### src/pkg/dmb_pkg.sv
// constants and types for the data-memory bank address generator
// Operation
// - Bank comes from primary and secondary select registers, common flag, alternate flag.
// - Save pushes both selects and both flags together; restore reloads all four.
// - Four in-bank modes: primary pair, secondary pair, direct, stack pointer.
// - Primary pair uses primary select; secondary/direct use secondary when alternate set.
// - Direct with common flag and address 0 to 7FH forces bank 0.
// - Direct with common flag and address 80 to FFH uses alternate-chosen select.
// - Select values decode by least bit only: even gives bank 0, odd bank 7.
// - Primary pair mode uses primary pointer pair as in-bank address.
// - Secondary pair mode uses secondary pointer pair as in-bank address.
// - Direct mode takes in-bank address from the 8-bit instruction immediate.
// - Stack pointer mode always addresses bank 7.
// - Push, pop, call, return and interrupt entry use stack pointer mode.
// - Stack accesses ignore address bit 0 and move two nibbles.
// - Stack pointer top and bottom bits fixed at 1; middle six count.
// - Stack pointer counts down on every push, up on every pop.
// - Stack pointer resets to 0FFH.
// - Full address is 11 bits: 3 bank bits over 8 in-bank bits.
package dmb_pkg;

  typedef enum logic [1:0] {
    DMB_MODE_PRI = 2'b00,
    DMB_MODE_SEC = 2'b01,
    DMB_MODE_DIR = 2'b10,
    DMB_MODE_STK = 2'b11
  } dmb_mode_t;

  // apb map
  localparam logic [11:0] DMB_OFS_BANK_CTRL = 12'h000;
  localparam logic [11:0] DMB_OFS_STACK_PTR = 12'h004;
  localparam logic [11:0] DMB_OFS_LAST_ADDR = 12'h008;

  // bank control fields
  localparam int DMB_BC_PRI_LSB    = 0;
  localparam int DMB_BC_SEC_LSB    = 4;
  localparam int DMB_BC_COMMON_BIT = 8;
  localparam int DMB_BC_ALT_BIT    = 9;

  // saved bank state byte layout
  localparam int DMB_SV_PRI_LSB    = 0;
  localparam int DMB_SV_SEC_LSB    = 3;
  localparam int DMB_SV_COMMON_BIT = 6;
  localparam int DMB_SV_ALT_BIT    = 7;

  // reset values and codes
  localparam logic [2:0] DMB_BSR_RESET    = 3'h0;
  localparam logic [7:0] DMB_SP_RESET     = 8'hFF;
  localparam logic [5:0] DMB_SP_CNT_RESET = 6'h3F;
  localparam logic [2:0] DMB_BANK0_CODE   = 3'h0;
  localparam logic [2:0] DMB_BANK7_CODE   = 3'h7;
  localparam logic [7:0] DMB_COMMON_LIMIT = 8'h7F;

endpackage

### src/logic/dmb_bank_sel.sv
// combinational bank selection from mode, flags and select registers
`timescale 1ns/1ns
`default_nettype none
module dmb_bank_sel
  import dmb_pkg::*;
(
  // selection inputs
  input  wire dmb_mode_t  i_mode,
  input  wire logic [7:0] i_inbank,
  input  wire logic [2:0] i_bank_select_primary,
  input  wire logic [2:0] i_bank_select_secondary,
  input  wire logic       i_common_bank_flag,
  input  wire logic       i_alt_bank_enable_flag,
  // result
  output logic [2:0]      o_bank
);

  wire logic [2:0] alt_sel;
  wire logic [2:0] chosen_sel;
  wire logic [2:0] decoded;
  wire logic       common_low;

  assign alt_sel    = i_alt_bank_enable_flag ? i_bank_select_secondary
                                             : i_bank_select_primary;
  assign chosen_sel = (i_mode == DMB_MODE_PRI) ? i_bank_select_primary : alt_sel;
  assign decoded    = chosen_sel[0] ? DMB_BANK7_CODE : DMB_BANK0_CODE;
  assign common_low = i_common_bank_flag && (i_inbank <= DMB_COMMON_LIMIT);

  always_comb begin
    unique case (i_mode)
      DMB_MODE_STK: o_bank = DMB_BANK7_CODE;
      DMB_MODE_DIR: o_bank = common_low ? DMB_BANK0_CODE : decoded;
      DMB_MODE_PRI,
      DMB_MODE_SEC: o_bank = decoded;
    endcase
  end

endmodule
`default_nettype wire

### src/logic/dmb_addr_gen.sv
// data-memory bank and address generator with apb register access
//
// The placing of the registers and the APB interface to the registers were left to the implementer.
`timescale 1ns/1ns
`default_nettype none
module dmb_addr_gen
  import dmb_pkg::*;
(
  // clock and reset
  input  wire logic        I_SYS_CLK,
  input  wire logic        I_RST,
  // apb slave
  input  wire logic        I_PSEL,
  input  wire logic        I_PENABLE,
  input  wire logic        I_PWRITE,
  input  wire logic [11:0] I_PADDR,
  input  wire logic [31:0] I_PWDATA,
  output logic [31:0]      O_PRDATA,
  output logic             O_PREADY,
  output logic             O_PSLVERR,
  // cpu access request
  input  wire logic        I_REQ,
  input  wire logic [1:0]  I_MODE,
  input  wire logic [7:0]  I_IMM,
  input  wire logic [7:0]  I_PRIMARY_PAIR,
  input  wire logic [7:0]  I_SECONDARY_PAIR,
  input  wire logic        I_STACK_POP,
  input  wire logic        I_BANK_STATE,
  // stack read return
  input  wire logic [7:0]  I_STACK_RDATA,
  input  wire logic        I_STACK_RVALID,
  // memory side
  output logic [10:0]      O_ADDR,
  output logic             O_ADDR_VALID,
  output logic             O_PAIR_ACCESS,
  output logic [7:0]       O_WDATA,
  output logic             O_WDATA_VALID
);

  // registers
  logic [2:0]  bank_select_primary_reg;
  logic [2:0]  bank_select_secondary_reg;
  logic        common_bank_flag_reg;
  logic        alt_bank_enable_flag_reg;
  logic [5:0]  sp_cnt_reg;
  logic        restore_pend_reg;
  logic [10:0] addr_reg;
  logic        addr_valid_reg;
  logic        pair_reg;
  logic [7:0]  wdata_reg;
  logic        wdata_valid_reg;
  logic [31:0] prdata_reg;
  logic        pready_reg;
  logic        pslverr_reg;

  // decode
  wire dmb_mode_t  mode;
  wire logic       stk_req;
  wire logic       push_req;
  wire logic       pop_req;
  wire logic       save_req;
  wire logic       restore_req;
  wire logic       restore_load;
  wire logic [5:0] sp_cnt_next;
  wire logic [5:0] sp_cnt_use;
  wire logic [7:0] stack_top_pointer;
  wire logic [7:0] stack_addr;
  wire logic [7:0] inbank;
  wire logic [2:0] bank;
  wire logic [7:0] bank_state_packed;
  wire logic       apb_access;
  wire logic       apb_wr;
  wire logic       hit_bank;
  wire logic       hit_sp;
  wire logic       hit_last;
  wire logic       hit_any;
  wire logic [31:0] rd_mux;

  assign mode         = dmb_mode_t'(I_MODE);
  assign stk_req      = I_REQ && (mode == DMB_MODE_STK);
  assign push_req     = stk_req && !I_STACK_POP;
  assign pop_req      = stk_req && I_STACK_POP;
  assign save_req     = push_req && I_BANK_STATE;
  assign restore_req  = pop_req && I_BANK_STATE;
  assign restore_load = restore_pend_reg && I_STACK_RVALID;

  // push uses current top then steps down; pop steps up then reads
  assign sp_cnt_next  = 6'(sp_cnt_reg + (pop_req ? 6'h01 : 6'h3F));
  assign sp_cnt_use   = pop_req ? sp_cnt_next : sp_cnt_reg;
  assign stack_top_pointer = {1'b1, sp_cnt_reg, 1'b1};
  assign stack_addr   = {1'b1, sp_cnt_use, 1'b0};

  assign inbank = (mode == DMB_MODE_PRI) ? I_PRIMARY_PAIR   :
                  (mode == DMB_MODE_SEC) ? I_SECONDARY_PAIR :
                  (mode == DMB_MODE_DIR) ? I_IMM            :
                                           stack_addr;

  assign bank_state_packed = {alt_bank_enable_flag_reg, common_bank_flag_reg,
                              bank_select_secondary_reg, bank_select_primary_reg};

  dmb_bank_sel u_bank_sel (
    .i_mode                  (mode),
    .i_inbank                (inbank),
    .i_bank_select_primary   (bank_select_primary_reg),
    .i_bank_select_secondary (bank_select_secondary_reg),
    .i_common_bank_flag      (common_bank_flag_reg),
    .i_alt_bank_enable_flag  (alt_bank_enable_flag_reg),
    .o_bank                  (bank)
  );

  // apb decode, one wait state per access
  assign apb_access = I_PSEL && I_PENABLE && !pready_reg;
  assign apb_wr     = I_PSEL && I_PENABLE && pready_reg && I_PWRITE && !pslverr_reg;
  assign hit_bank   = (I_PADDR == DMB_OFS_BANK_CTRL);
  assign hit_sp     = (I_PADDR == DMB_OFS_STACK_PTR);
  assign hit_last   = (I_PADDR == DMB_OFS_LAST_ADDR);
  assign hit_any    = hit_bank || hit_sp || hit_last;
  assign rd_mux = hit_bank ? {22'h00_0000, alt_bank_enable_flag_reg, common_bank_flag_reg,
                              1'b0, bank_select_secondary_reg, 1'b0, bank_select_primary_reg} :
                  hit_sp   ? {24'h00_0000, stack_top_pointer} :
                  hit_last ? {21'h00_0000, addr_reg} :
                             32'h0000_0000;

  always_ff @(posedge I_SYS_CLK) begin
    if (I_RST) begin
      pready_reg  <= 1'b0;
      pslverr_reg <= 1'b0;
      prdata_reg  <= 32'h0000_0000;
    end else begin
      pready_reg  <= apb_access;
      pslverr_reg <= apb_access && !hit_any;
      prdata_reg  <= (apb_access && !I_PWRITE) ? rd_mux : 32'h0000_0000;
    end
  end

  // bank state: restore load wins over an apb write in the same cycle
  always_ff @(posedge I_SYS_CLK) begin
    if (I_RST) begin
      bank_select_primary_reg   <= DMB_BSR_RESET;
      bank_select_secondary_reg <= DMB_BSR_RESET;
      common_bank_flag_reg      <= 1'b0;
      alt_bank_enable_flag_reg  <= 1'b0;
    end else if (restore_load) begin
      bank_select_primary_reg   <= I_STACK_RDATA[DMB_SV_PRI_LSB +: 3];
      bank_select_secondary_reg <= I_STACK_RDATA[DMB_SV_SEC_LSB +: 3];
      common_bank_flag_reg      <= I_STACK_RDATA[DMB_SV_COMMON_BIT];
      alt_bank_enable_flag_reg  <= I_STACK_RDATA[DMB_SV_ALT_BIT];
    end else if (apb_wr && hit_bank) begin
      bank_select_primary_reg   <= I_PWDATA[DMB_BC_PRI_LSB +: 3];
      bank_select_secondary_reg <= I_PWDATA[DMB_BC_SEC_LSB +: 3];
      common_bank_flag_reg      <= I_PWDATA[DMB_BC_COMMON_BIT];
      alt_bank_enable_flag_reg  <= I_PWDATA[DMB_BC_ALT_BIT];
    end
  end

  // stack pointer: stack traffic wins over an apb write
  always_ff @(posedge I_SYS_CLK) begin
    if (I_RST) begin
      sp_cnt_reg <= DMB_SP_CNT_RESET;
    end else if (stk_req) begin
      sp_cnt_reg <= sp_cnt_next;
    end else if (apb_wr && hit_sp) begin
      sp_cnt_reg <= I_PWDATA[6:1];
    end
  end

  always_ff @(posedge I_SYS_CLK) begin
    if (I_RST) begin
      restore_pend_reg <= 1'b0;
    end else if (restore_req) begin
      restore_pend_reg <= 1'b1;
    end else if (I_STACK_RVALID) begin
      restore_pend_reg <= 1'b0;
    end
  end

  // memory-side outputs
  always_ff @(posedge I_SYS_CLK) begin
    if (I_RST) begin
      addr_reg        <= 11'h000;
      addr_valid_reg  <= 1'b0;
      pair_reg        <= 1'b0;
      wdata_reg       <= 8'h00;
      wdata_valid_reg <= 1'b0;
    end else begin
      addr_valid_reg  <= I_REQ;
      pair_reg        <= stk_req;
      wdata_valid_reg <= save_req;
      if (I_REQ) begin
        addr_reg <= {bank, inbank};
      end
      if (save_req) begin
        wdata_reg <= bank_state_packed;
      end
    end
  end

  assign O_PRDATA      = prdata_reg;
  assign O_PREADY      = pready_reg;
  assign O_PSLVERR     = pslverr_reg;
  assign O_ADDR        = addr_reg;
  assign O_ADDR_VALID  = addr_valid_reg;
  assign O_PAIR_ACCESS = pair_reg;
  assign O_WDATA       = wdata_reg;
  assign O_WDATA_VALID = wdata_valid_reg;
endmodule
`default_nettype wire

### config.mk
export PLATFORM = sky130hd
export DESIGN_NAME = dmb_addr_gen
export DESIGN_NICKNAME = d
export VERILOG_FILES = /design/src/pkg/dmb_pkg.sv /design/src/logic/dmb_bank_sel.sv /design/src/logic/dmb_addr_gen.sv
export SDC_FILE = /design/constraint.sdc
export NUM_CORES = 1
export LEC_CHECK = 0
export BUFFER_PORTS_ARGS = -buffer_cell sky130_fd_sc_hd__buf_2
export CAP_MARGIN = 20
export CORE_MARGIN = 5
export CORE_UTILIZATION = 45
export DETAILED_ROUTE_END_ITERATION = 12
export PLACE_DENSITY_LB_ADDON = 0.2
export SLEW_MARGIN = 30
export SYNTH_ARGS = -nofsm -noshare
export SYNTH_HDL_FRONTEND = slang
export SYNTH_SLANG_ARGS = --single-unit
### constraint.sdc
create_clock -name I_SYS_CLK -period 2.5 [get_ports I_SYS_CLK]
set_input_delay 0.25 -clock I_SYS_CLK [delete_from_list [all_inputs] [get_ports I_SYS_CLK]]
set_output_delay 0.25 -clock I_SYS_CLK [all_outputs]
set_load 0.01 [all_outputs]
==> load_flow_metrics.sql, run 1 <==
INSERT INTO impl_metrics (metric_group, metric, value, unit) VALUES
('synth', 'asyncSetResetFlopFracSynth', '0', ''),
('timing', 'report.final.setup_viol', '0', ''),
('synth', 'synth_top_area_frac', '0.369', ''),
('routing', 'route.antenna.remaining_nets', '0', ''),
('cts', 'cts_repair_resize_count', '0', ''),
('finish', 'drive_above_1_share', '0.327', ''),
('timing', 'rsz0062_at_grt', 'false', ''),
('die', 'initial_core_util', '0.467', ''),
('routing', 'finalWirelength', '6960', 'um'),
('pwr', 'power.leakage', '1.47', 'nW'),
('global_routing', 'global_route.usage.total', '0.191', ''),
('routing', 'firstDrtPassIters', '4', ''),
('synth', 'postSynth.topFlopCell', 'dfxtp_1', ''),
('global_routing', 'vias_in_the_first_global_route', '2435', ''),
('die', 'die_y', '86.0', 'um'),
('timing', 'final_min_period_over_clock_period', '0.827', ''),
('setup_path', 'cp_max_stage_cell', 'fa_1', ''),
('routing', 'drt-wirelength-per-cell', '14.9', 'um'),
('timing', 'hold_violations', '0', ''),
('routing', 'routed_via_density', '5.29', ''),
('min_path', 'hold_path.class', 'primary input to register', ''),
('global_routing', 'pin_count_of_the_biggest_net_entering_global_routing', '28', ''),
('finish', 'diodes_inserted', '0', ''),
('synth', 'yosys_register_bits', '48', ''),
('setup_path', 'r2r-start', 'sp_cnt_reg[0]', ''),
('placed_design', 'dp_cells', '459', ''),
('synth', 'post_synth_inst_count', '300', ''),
('timing', 'finalClockSkew', '0.00404', 'ns'),
('synth', 'synth_top_cell_by_area', 'dfxtp_1', ''),
('setup_path', 'cp-startpoint', 'sp_cnt_reg[0]', ''),
('cts', 'cts-buffers-inserted', '5', ''),
('timing', 'finalWorstPathRequiredPeriod', '2.07', 'ns'),
('global_routing', 'antenna_found_initial', '0', ''),
('min_path', 'timing.hold.worst.start', 'I_BANK_STATE', ''),
('setup_path', 'cpLargestDelayFamily', 'compound AO/OA/AOI/OAI gates', ''),
('job', 'max_cap_violations', '0', ''),
('setup_path', 'critical_path_arrival', '2.22', 'ns'),
('die', 'die_area', '0.00740', 'mm^2'),
('timing', 'final_max_slew_viol_count', '0', ''),
('cts', 'cts_root_buf', 'clkbuf_8', ''),
('pwr', 'ir_drop', '275', 'uV'),
('setup_path', 'critical_path.max_fanout', '5', ''),
('finish', 'fin_nets', '486', ''),
('setup_path', 'criticalPathCategory', 'register to register', ''),
('synth', 'synth.avg_cell_area', '8.67', 'um^2'),
('die', 'core_region_area', '0.00557', 'mm^2'),
('die', 'pin_count', '143', ''),
('cts', 'ctsLongestPathBuffers', '2', ''),
('cts', 'cts_setup_buffers', '0', ''),
('cts', 'cts.htree.levels', '2', ''),
('cts', 'cts.reportedPaths.clkPinSlew', '0.08', 'ns'),
('cts', 'clkLatencyLatePin', '0.29', 'ns'),
('placed_design', 'io_buffers', '98', ''),
('run_status', 'outcome', 'finished clean', ''),
('placed_design', 'gp_congestion', '0.879', ''),
('placed_design', 'hpwlAfterDp', '5430', 'um'),
('setup_path', 'cp_num_buf_inv', '1', ''),
('synth', 'synth.cell_area', '0.00260', 'mm^2'),
('pwr', 'powerDensity', '469', 'mW/mm^2'),
('synth', 'synth_edf_count', '0', ''),
('cts', 'tritoncts', 'built', ''),
('cts', 'cts_hold_buffers', '0', ''),
('setup_path', 'worst_path_largest_cell_delay', '0.46', 'ns'),
('timing', 'worst-slew-pin-transition', '0.569', 'ns'),
('setup_path', 'worst-endpoint-required', '2.66', 'ns'),
('cts', 'numClockSinks', '48', ''),
('timing', 'finalSetupTns', '0', 'ns'),
('global_routing', 'remaining_global_route_overflow', '0', ''),
('timing', 'relative_slew_slack', '0.620', ''),
('timing', 'maxClockFrequency', '0.484', 'GHz'),
('routing', 'total_via_count_after_detailed_routing', '2469', '');
-- where the power goes --
group          switching, W  leakage [nW]  internal, W  total [W]
clock              0.000242        0.0445     0.000225   0.000467
sequential        0.0000193         0.390     0.000783   0.000802
combinational      0.000123          1.04    0.0000992   0.000222
-- area by class of cell --
cell class	count	area (um^2)
inverter	6	22.5
clock inverter	1	7.51
tap	72	90.1
sequential	48	961
multi-input combinational	224	1440
fill	542	2400
clock buffer	7	86.3
timing repair buffer	109	573
-- path summary, 6_finish.rpt --
path | end | cells after the start | slack (ns)
setup / recovery | O_ADDR[5] | 7 | 0.43
hold / removal | restore_pend_reg | 3 | 0.22
setup reg to reg | O_ADDR[5] | 7 | 0.43
hold reg to reg | O_PRDATA[0] | 2 | 0.48
-- per-layer routing --
layer	vias to the layer above	GRT usage	part of all wire
met1	1147	0.244	0.42
met4	0	0.0518	0.016
li1	1224	-	-
met5	-	0	0
met3	10	0.0403	0.082
met2	88	0.327	0.49
-- metrics by stage --
| stage | total power (W) | setup WS [ns] | instance area [um^2] | utilization | hold WS [ns] |
|---|---|---|---|---|---|
| floorplan | 0.000967 | 0.439 | 2680 | - | 0.389 |
| global placement | 0.00104 | 0.345 | 3080 | 0.553 | 0.454 |
| detailed placement | 0.00104 | 0.310 | 3080 | 0.553 | 0.466 |
| CTS | 0.00151 | 0.433 | 3180 | 0.570 | 0.218 |
| global route | 0.00157 | 0.240 | 3180 | 0.570 | 0.233 |
| finish | 0.00149 | 0.433 | 3180 | 0.570 | 0.218 |
-- cells in the mapped netlist (3+ instances only) --
master / instances
clkbuf_1: 12
nor2_1: 39
a222oi_1: 5
nor3_1: 10
a21oi_1: 15
a2111oi_0: 3
o21ai_0: 5
buf_4: 23
nor4_1: 5
xnor2_1: 4
mux2i_1: 21
nor3b_1: 5
mux2_2: 3
inv_1: 6
dfxtp_1: 48
nand2_1: 19
nand2b_1: 4
nand3_1: 9
a211oi_1: 15
buf_2: 4
ha_1: 4
-- worst reg2reg max path: cells and delay by family, from the launching register on --
kind            cells  cell delay, ns
mux                 1            0.11
flops               1            0.43
fa+ha+maj           1            0.46
compound gates      3            0.67
buf+inv             1            0.11
simple gates        1            0.16
-- placed cells by master (no fill, tap or decap), types with 6 or more instances in the layout --
cell / n
nand3_1: 9
a211oi_1: 15
nor2_1: 39
nand2_1: 19
a21oi_1: 15
mux2i_1: 21
nor3_1: 10
buf_4: 11
clkbuf_8: 6
dfxtp_1: 48
inv_1: 6
conb_1: 21
buf_2: 98
-- logic make-up (layout without fill, tap and decap cells) --
kind of cell / Yosys count / in the layout / synth area share
compound gates: 57 / 57 / 0.155
xor+xnor: 5 / 5 / 0.0168
fa+ha+maj: 5 / 5 / 0.0269
buf+inv: 48 / 123 / 0.107
flops: 48 / 48 / 0.369
mux: 25 / 25 / 0.102
other cells: 1 / 21 / 0.00144
simple gates: 111 / 111 / 0.220
No activity file was read; power rests on OpenSTA's default activity.
==> inputs of run 2 (changes only) <==
==> constraint.sdc (replaced) <==
create_clock -name I_SYS_CLK -period 2 [get_ports I_SYS_CLK]
set_input_delay 0.2 -clock I_SYS_CLK [delete_from_list [all_inputs] [get_ports I_SYS_CLK]]
set_output_delay 0.2 -clock I_SYS_CLK [all_outputs]
set_load 0.01 [all_outputs]
==> run 2 against run 1 <==
  * Clock power grew 42%
  * Register-to-register slack worse by 0.28 ns
  * Sequential cell count unchanged
  * Largest cell class unchanged
  * Sequential share of layout area down 0.50 points
  * Clock-buffer cell count fell by 2
  * Final area up 1.7%
  * Core utilization is 0.97 points higher
  * Global-route usage fell by 0.41 points
  * Non-clock buffer count increased by 5
  * Total power rose by 31%
  * First-iteration DRC count fell by 22%
  * Via count up 2.3%
==> load_flow_metrics.sql, run 2 (synthesis results as in run 1) <==
INSERT INTO impl_metrics (metric_group, metric, value, unit) VALUES
('die', 'pin_count', '143', ''),
('finish', 'largest_reg_flops', '11', ''),
('cts', 'cts.reportedPaths.clkPinSlew', '0.08', 'ns'),
('finish', 'final_cell_area', '0.00323', 'mm^2'),
('cts', 'cts_root_buf', 'clkbuf_8', ''),
('routing', 'drt_first_iter_violations', '142', ''),
('finish', 'drive_above_1_share', '0.339', ''),
('setup_path', 'critical_path_arrival', '2.03', 'ns'),
('placed_design', 'io_buffers', '98', ''),
('run_status', 'outcome', 'finished clean', ''),
('placed_design', 'dp_cells', '464', ''),
('routing', 'route.antenna.remaining_nets', '0', ''),
('finish', 'diodes_inserted', '0', ''),
('setup_path', 'cp-startpoint', 'sp_cnt_reg[0]', ''),
('setup_path', 'critical_path.startpoint_type', 'register', ''),
('setup_path', 'critical_path.max_fanout', '2', ''),
('cts', 'numClockSinks', '48', ''),
('setup_path', 'worst-endpoint-required', '2.19', 'ns'),
('placed_design', 'hpwlAfterDp', '5550', 'um'),
('setup_path', 'reg2regPathDepth', '7', ''),
('cts', 'tritoncts', 'built', ''),
('job', 'max_cap_violations', '0', ''),
('timing', 'finalSetupTns', '0', 'ns'),
('pwr', 'fin_total_pwr', '0.00195', 'W'),
('timing', 'rsz0062_at_grt', 'false', ''),
('timing', 'report.final.setup_viol', '0', ''),
('min_path', 'hold_path.class', 'primary input to register', ''),
('routing', 'finalWirelength', '7090', 'um'),
('setup_path', 'r2r-start', 'sp_cnt_reg[0]', ''),
('cts', 'cts_setup_buffers', '0', ''),
('finish', 'flow.area_growth_from_synthesis', '24.2', '%'),
('timing', 'relative_slew_slack', '0.657', ''),
('routing', 'firstDrtPassIters', '4', ''),
('pwr', 'ir_drop', '386', 'uV'),
('routing', 'drt-wirelength-per-cell', '15.1', 'um'),
('timing', 'timing.hold.ws', '0.103', 'ns'),
('die', 'core_region_area', '0.00557', 'mm^2'),
('timing', 'hold_violations', '0', ''),
('routing', 'routed_via_density', '5.37', ''),
('global_routing', 'antenna_found_initial', '0', ''),
('cts', 'cts-buffers-inserted', '5', ''),
('global_routing', 'vias_in_the_first_global_route', '2374', ''),
('die', 'die_w', '86.0', 'um'),
('cts', 'clkLatencyLatePin', '0.30', 'ns'),
('die', 'die_area', '0.00740', 'mm^2'),
('routing', 'drc', '0', ''),
('finish', 'layout.cells.non_filler', '470', ''),
('die', 'die_y', '86.0', 'um'),
('placed_design', 'detailed_place.area', '0.00312', 'mm^2'),
('placed_design', 'gp_congestion', '0.871', ''),
('die', 'initial_core_util', '0.467', ''),
('timing', 'finalWorstPathRequiredPeriod', '1.85', 'ns'),
('global_routing', 'grt_first_pass_wirelength', '11200', 'um'),
('cts', 'cts.htree.levels', '2', ''),
('timing', 'maxClockFrequency', '0.541', 'GHz'),
('timing', 'finalClockSkew', '0.00388', 'ns'),
('pwr', 'power.leakage', '1.50', 'nW'),
('cts', 'cts_repair_resize_count', '0', ''),
('global_routing', 'pin_count_of_the_biggest_net_entering_global_routing', '43', ''),
('timing', 'final_max_slew_viol_count', '0', ''),
('die', 'floorplan.rows', '27', ''),
('cts', 'cts_hold_buffers', '0', ''),
('timing', 'worst-slew-pin-transition', '0.514', 'ns'),
('pwr', 'powerDensity', '604', 'mW/mm^2'),
('routing', 'total_via_count_after_detailed_routing', '2526', ''),
('global_routing', 'remaining_global_route_overflow', '0', ''),
('finish', 'fin_nets', '491', ''),
('setup_path', 'r2r_slack', '0.15', 'ns'),
('global_routing', 'global_route.usage.total', '0.187', ''),
('setup_path', 'reg2reg_to', 'O_ADDR[5]', ''),
('setup_path', 'setup.worst_path.end', 'O_ADDR[5]', ''),
('finish', 'most_frequent_standard_cell_in_the_layout_excluding_fill_and_tap_cells', 'buf_2', ''),
('setup_path', 'criticalPathCategory', 'register to register', ''),
('cts', 'ctsLongestPathBuffers', '2', ''),
('setup_path', 'crit_path_end_kind', 'register', ''),
('finish', 'layout.cells.most_common_list', 'buf_2 (98), dfxtp_1 (48), nor2_1 (39)', ''),
('timing', 'final_min_period_over_clock_period', '0.924', '');
==> run 2: cell types whose count changed in the layout (fill, tap and decap cells not counted), sizes merged <==
cell      previous run  this run
clkinvlp             1         0
buf                109       114
bufinv               0         1
clkbuf               7         5
==> run 2: per-layer routing <==
metal | wire, um | global-route usage | share of wire | vias up
li1 | - | - | - | 1243
met1 | 2990 | 0.235 | 0.42 | 1201
met2 | 3550 | 0.327 | 0.50 | 74
met3 | 488 | 0.0365 | 0.069 | 8
met4 | 70 | 0.0504 | 0.0099 | 0
met5 | 0 | 0 | 0 | -
==> run 2: final cells by class <==
| class | count | area [um^2] |
|---|---|---|
| Fill cell | 532 | 2340 |
| Multi-Input combinational cell | 224 | 1450 |
| Sequential cell | 48 | 961 |
| Timing Repair Buffer | 114 | 611 |
| Tap cell | 72 | 90.1 |
| Clock buffer | 5 | 68.8 |
| Clock inverter | 1 | 30.0 |
| Inverter | 6 | 22.5 |
==> run 2: how the worst min path moves through the flow <==
stage	from	endpoint	slack, ns	depth (start not counted)
global placement	I_RST	O_PREADY	0.41	2
global route	I_RST	O_PREADY	0.1	2
finish	I_RST	O_PREADY	0.10	2
detailed placement	I_RST	O_PREADY	0.41	2
CTS	I_RST	O_PREADY	0.1	2
floorplan	I_BANK_STATE	restore_pend_reg	0.34	2
==> run 2: worst max-delay path, cell delays in order, from the launching register on <==
cell and delay [ns]:
dfxtp_1 0.35, inv_1 0.07, fa_1 0.44, nand2b_1 0.17, a21oi_2 0.16, mux2i_1 0.21, a2111oi_0 0.08, a2111oi_0 0.26
==> run 2: report_power, final <==
| part | switching, W | internal (W) |
|---|---|---|
| combinational | 0.000158 | 0.000128 |
| clock | 0.000304 | 0.000359 |
| sequential | 0.0000224 | 0.000978 |
==> run 2: through the flow <==
step | setup WS (ns) | utilization
2_1_floorplan | 0.0391 | -
3_3_place_gp | -0.0492 | 0.560
3_5_place_dp | -0.0263 | 0.560
4_1_cts | 0.130 | 0.578
5_1_grt | 0.0202 | 0.580
6_report | 0.152 | 0.580
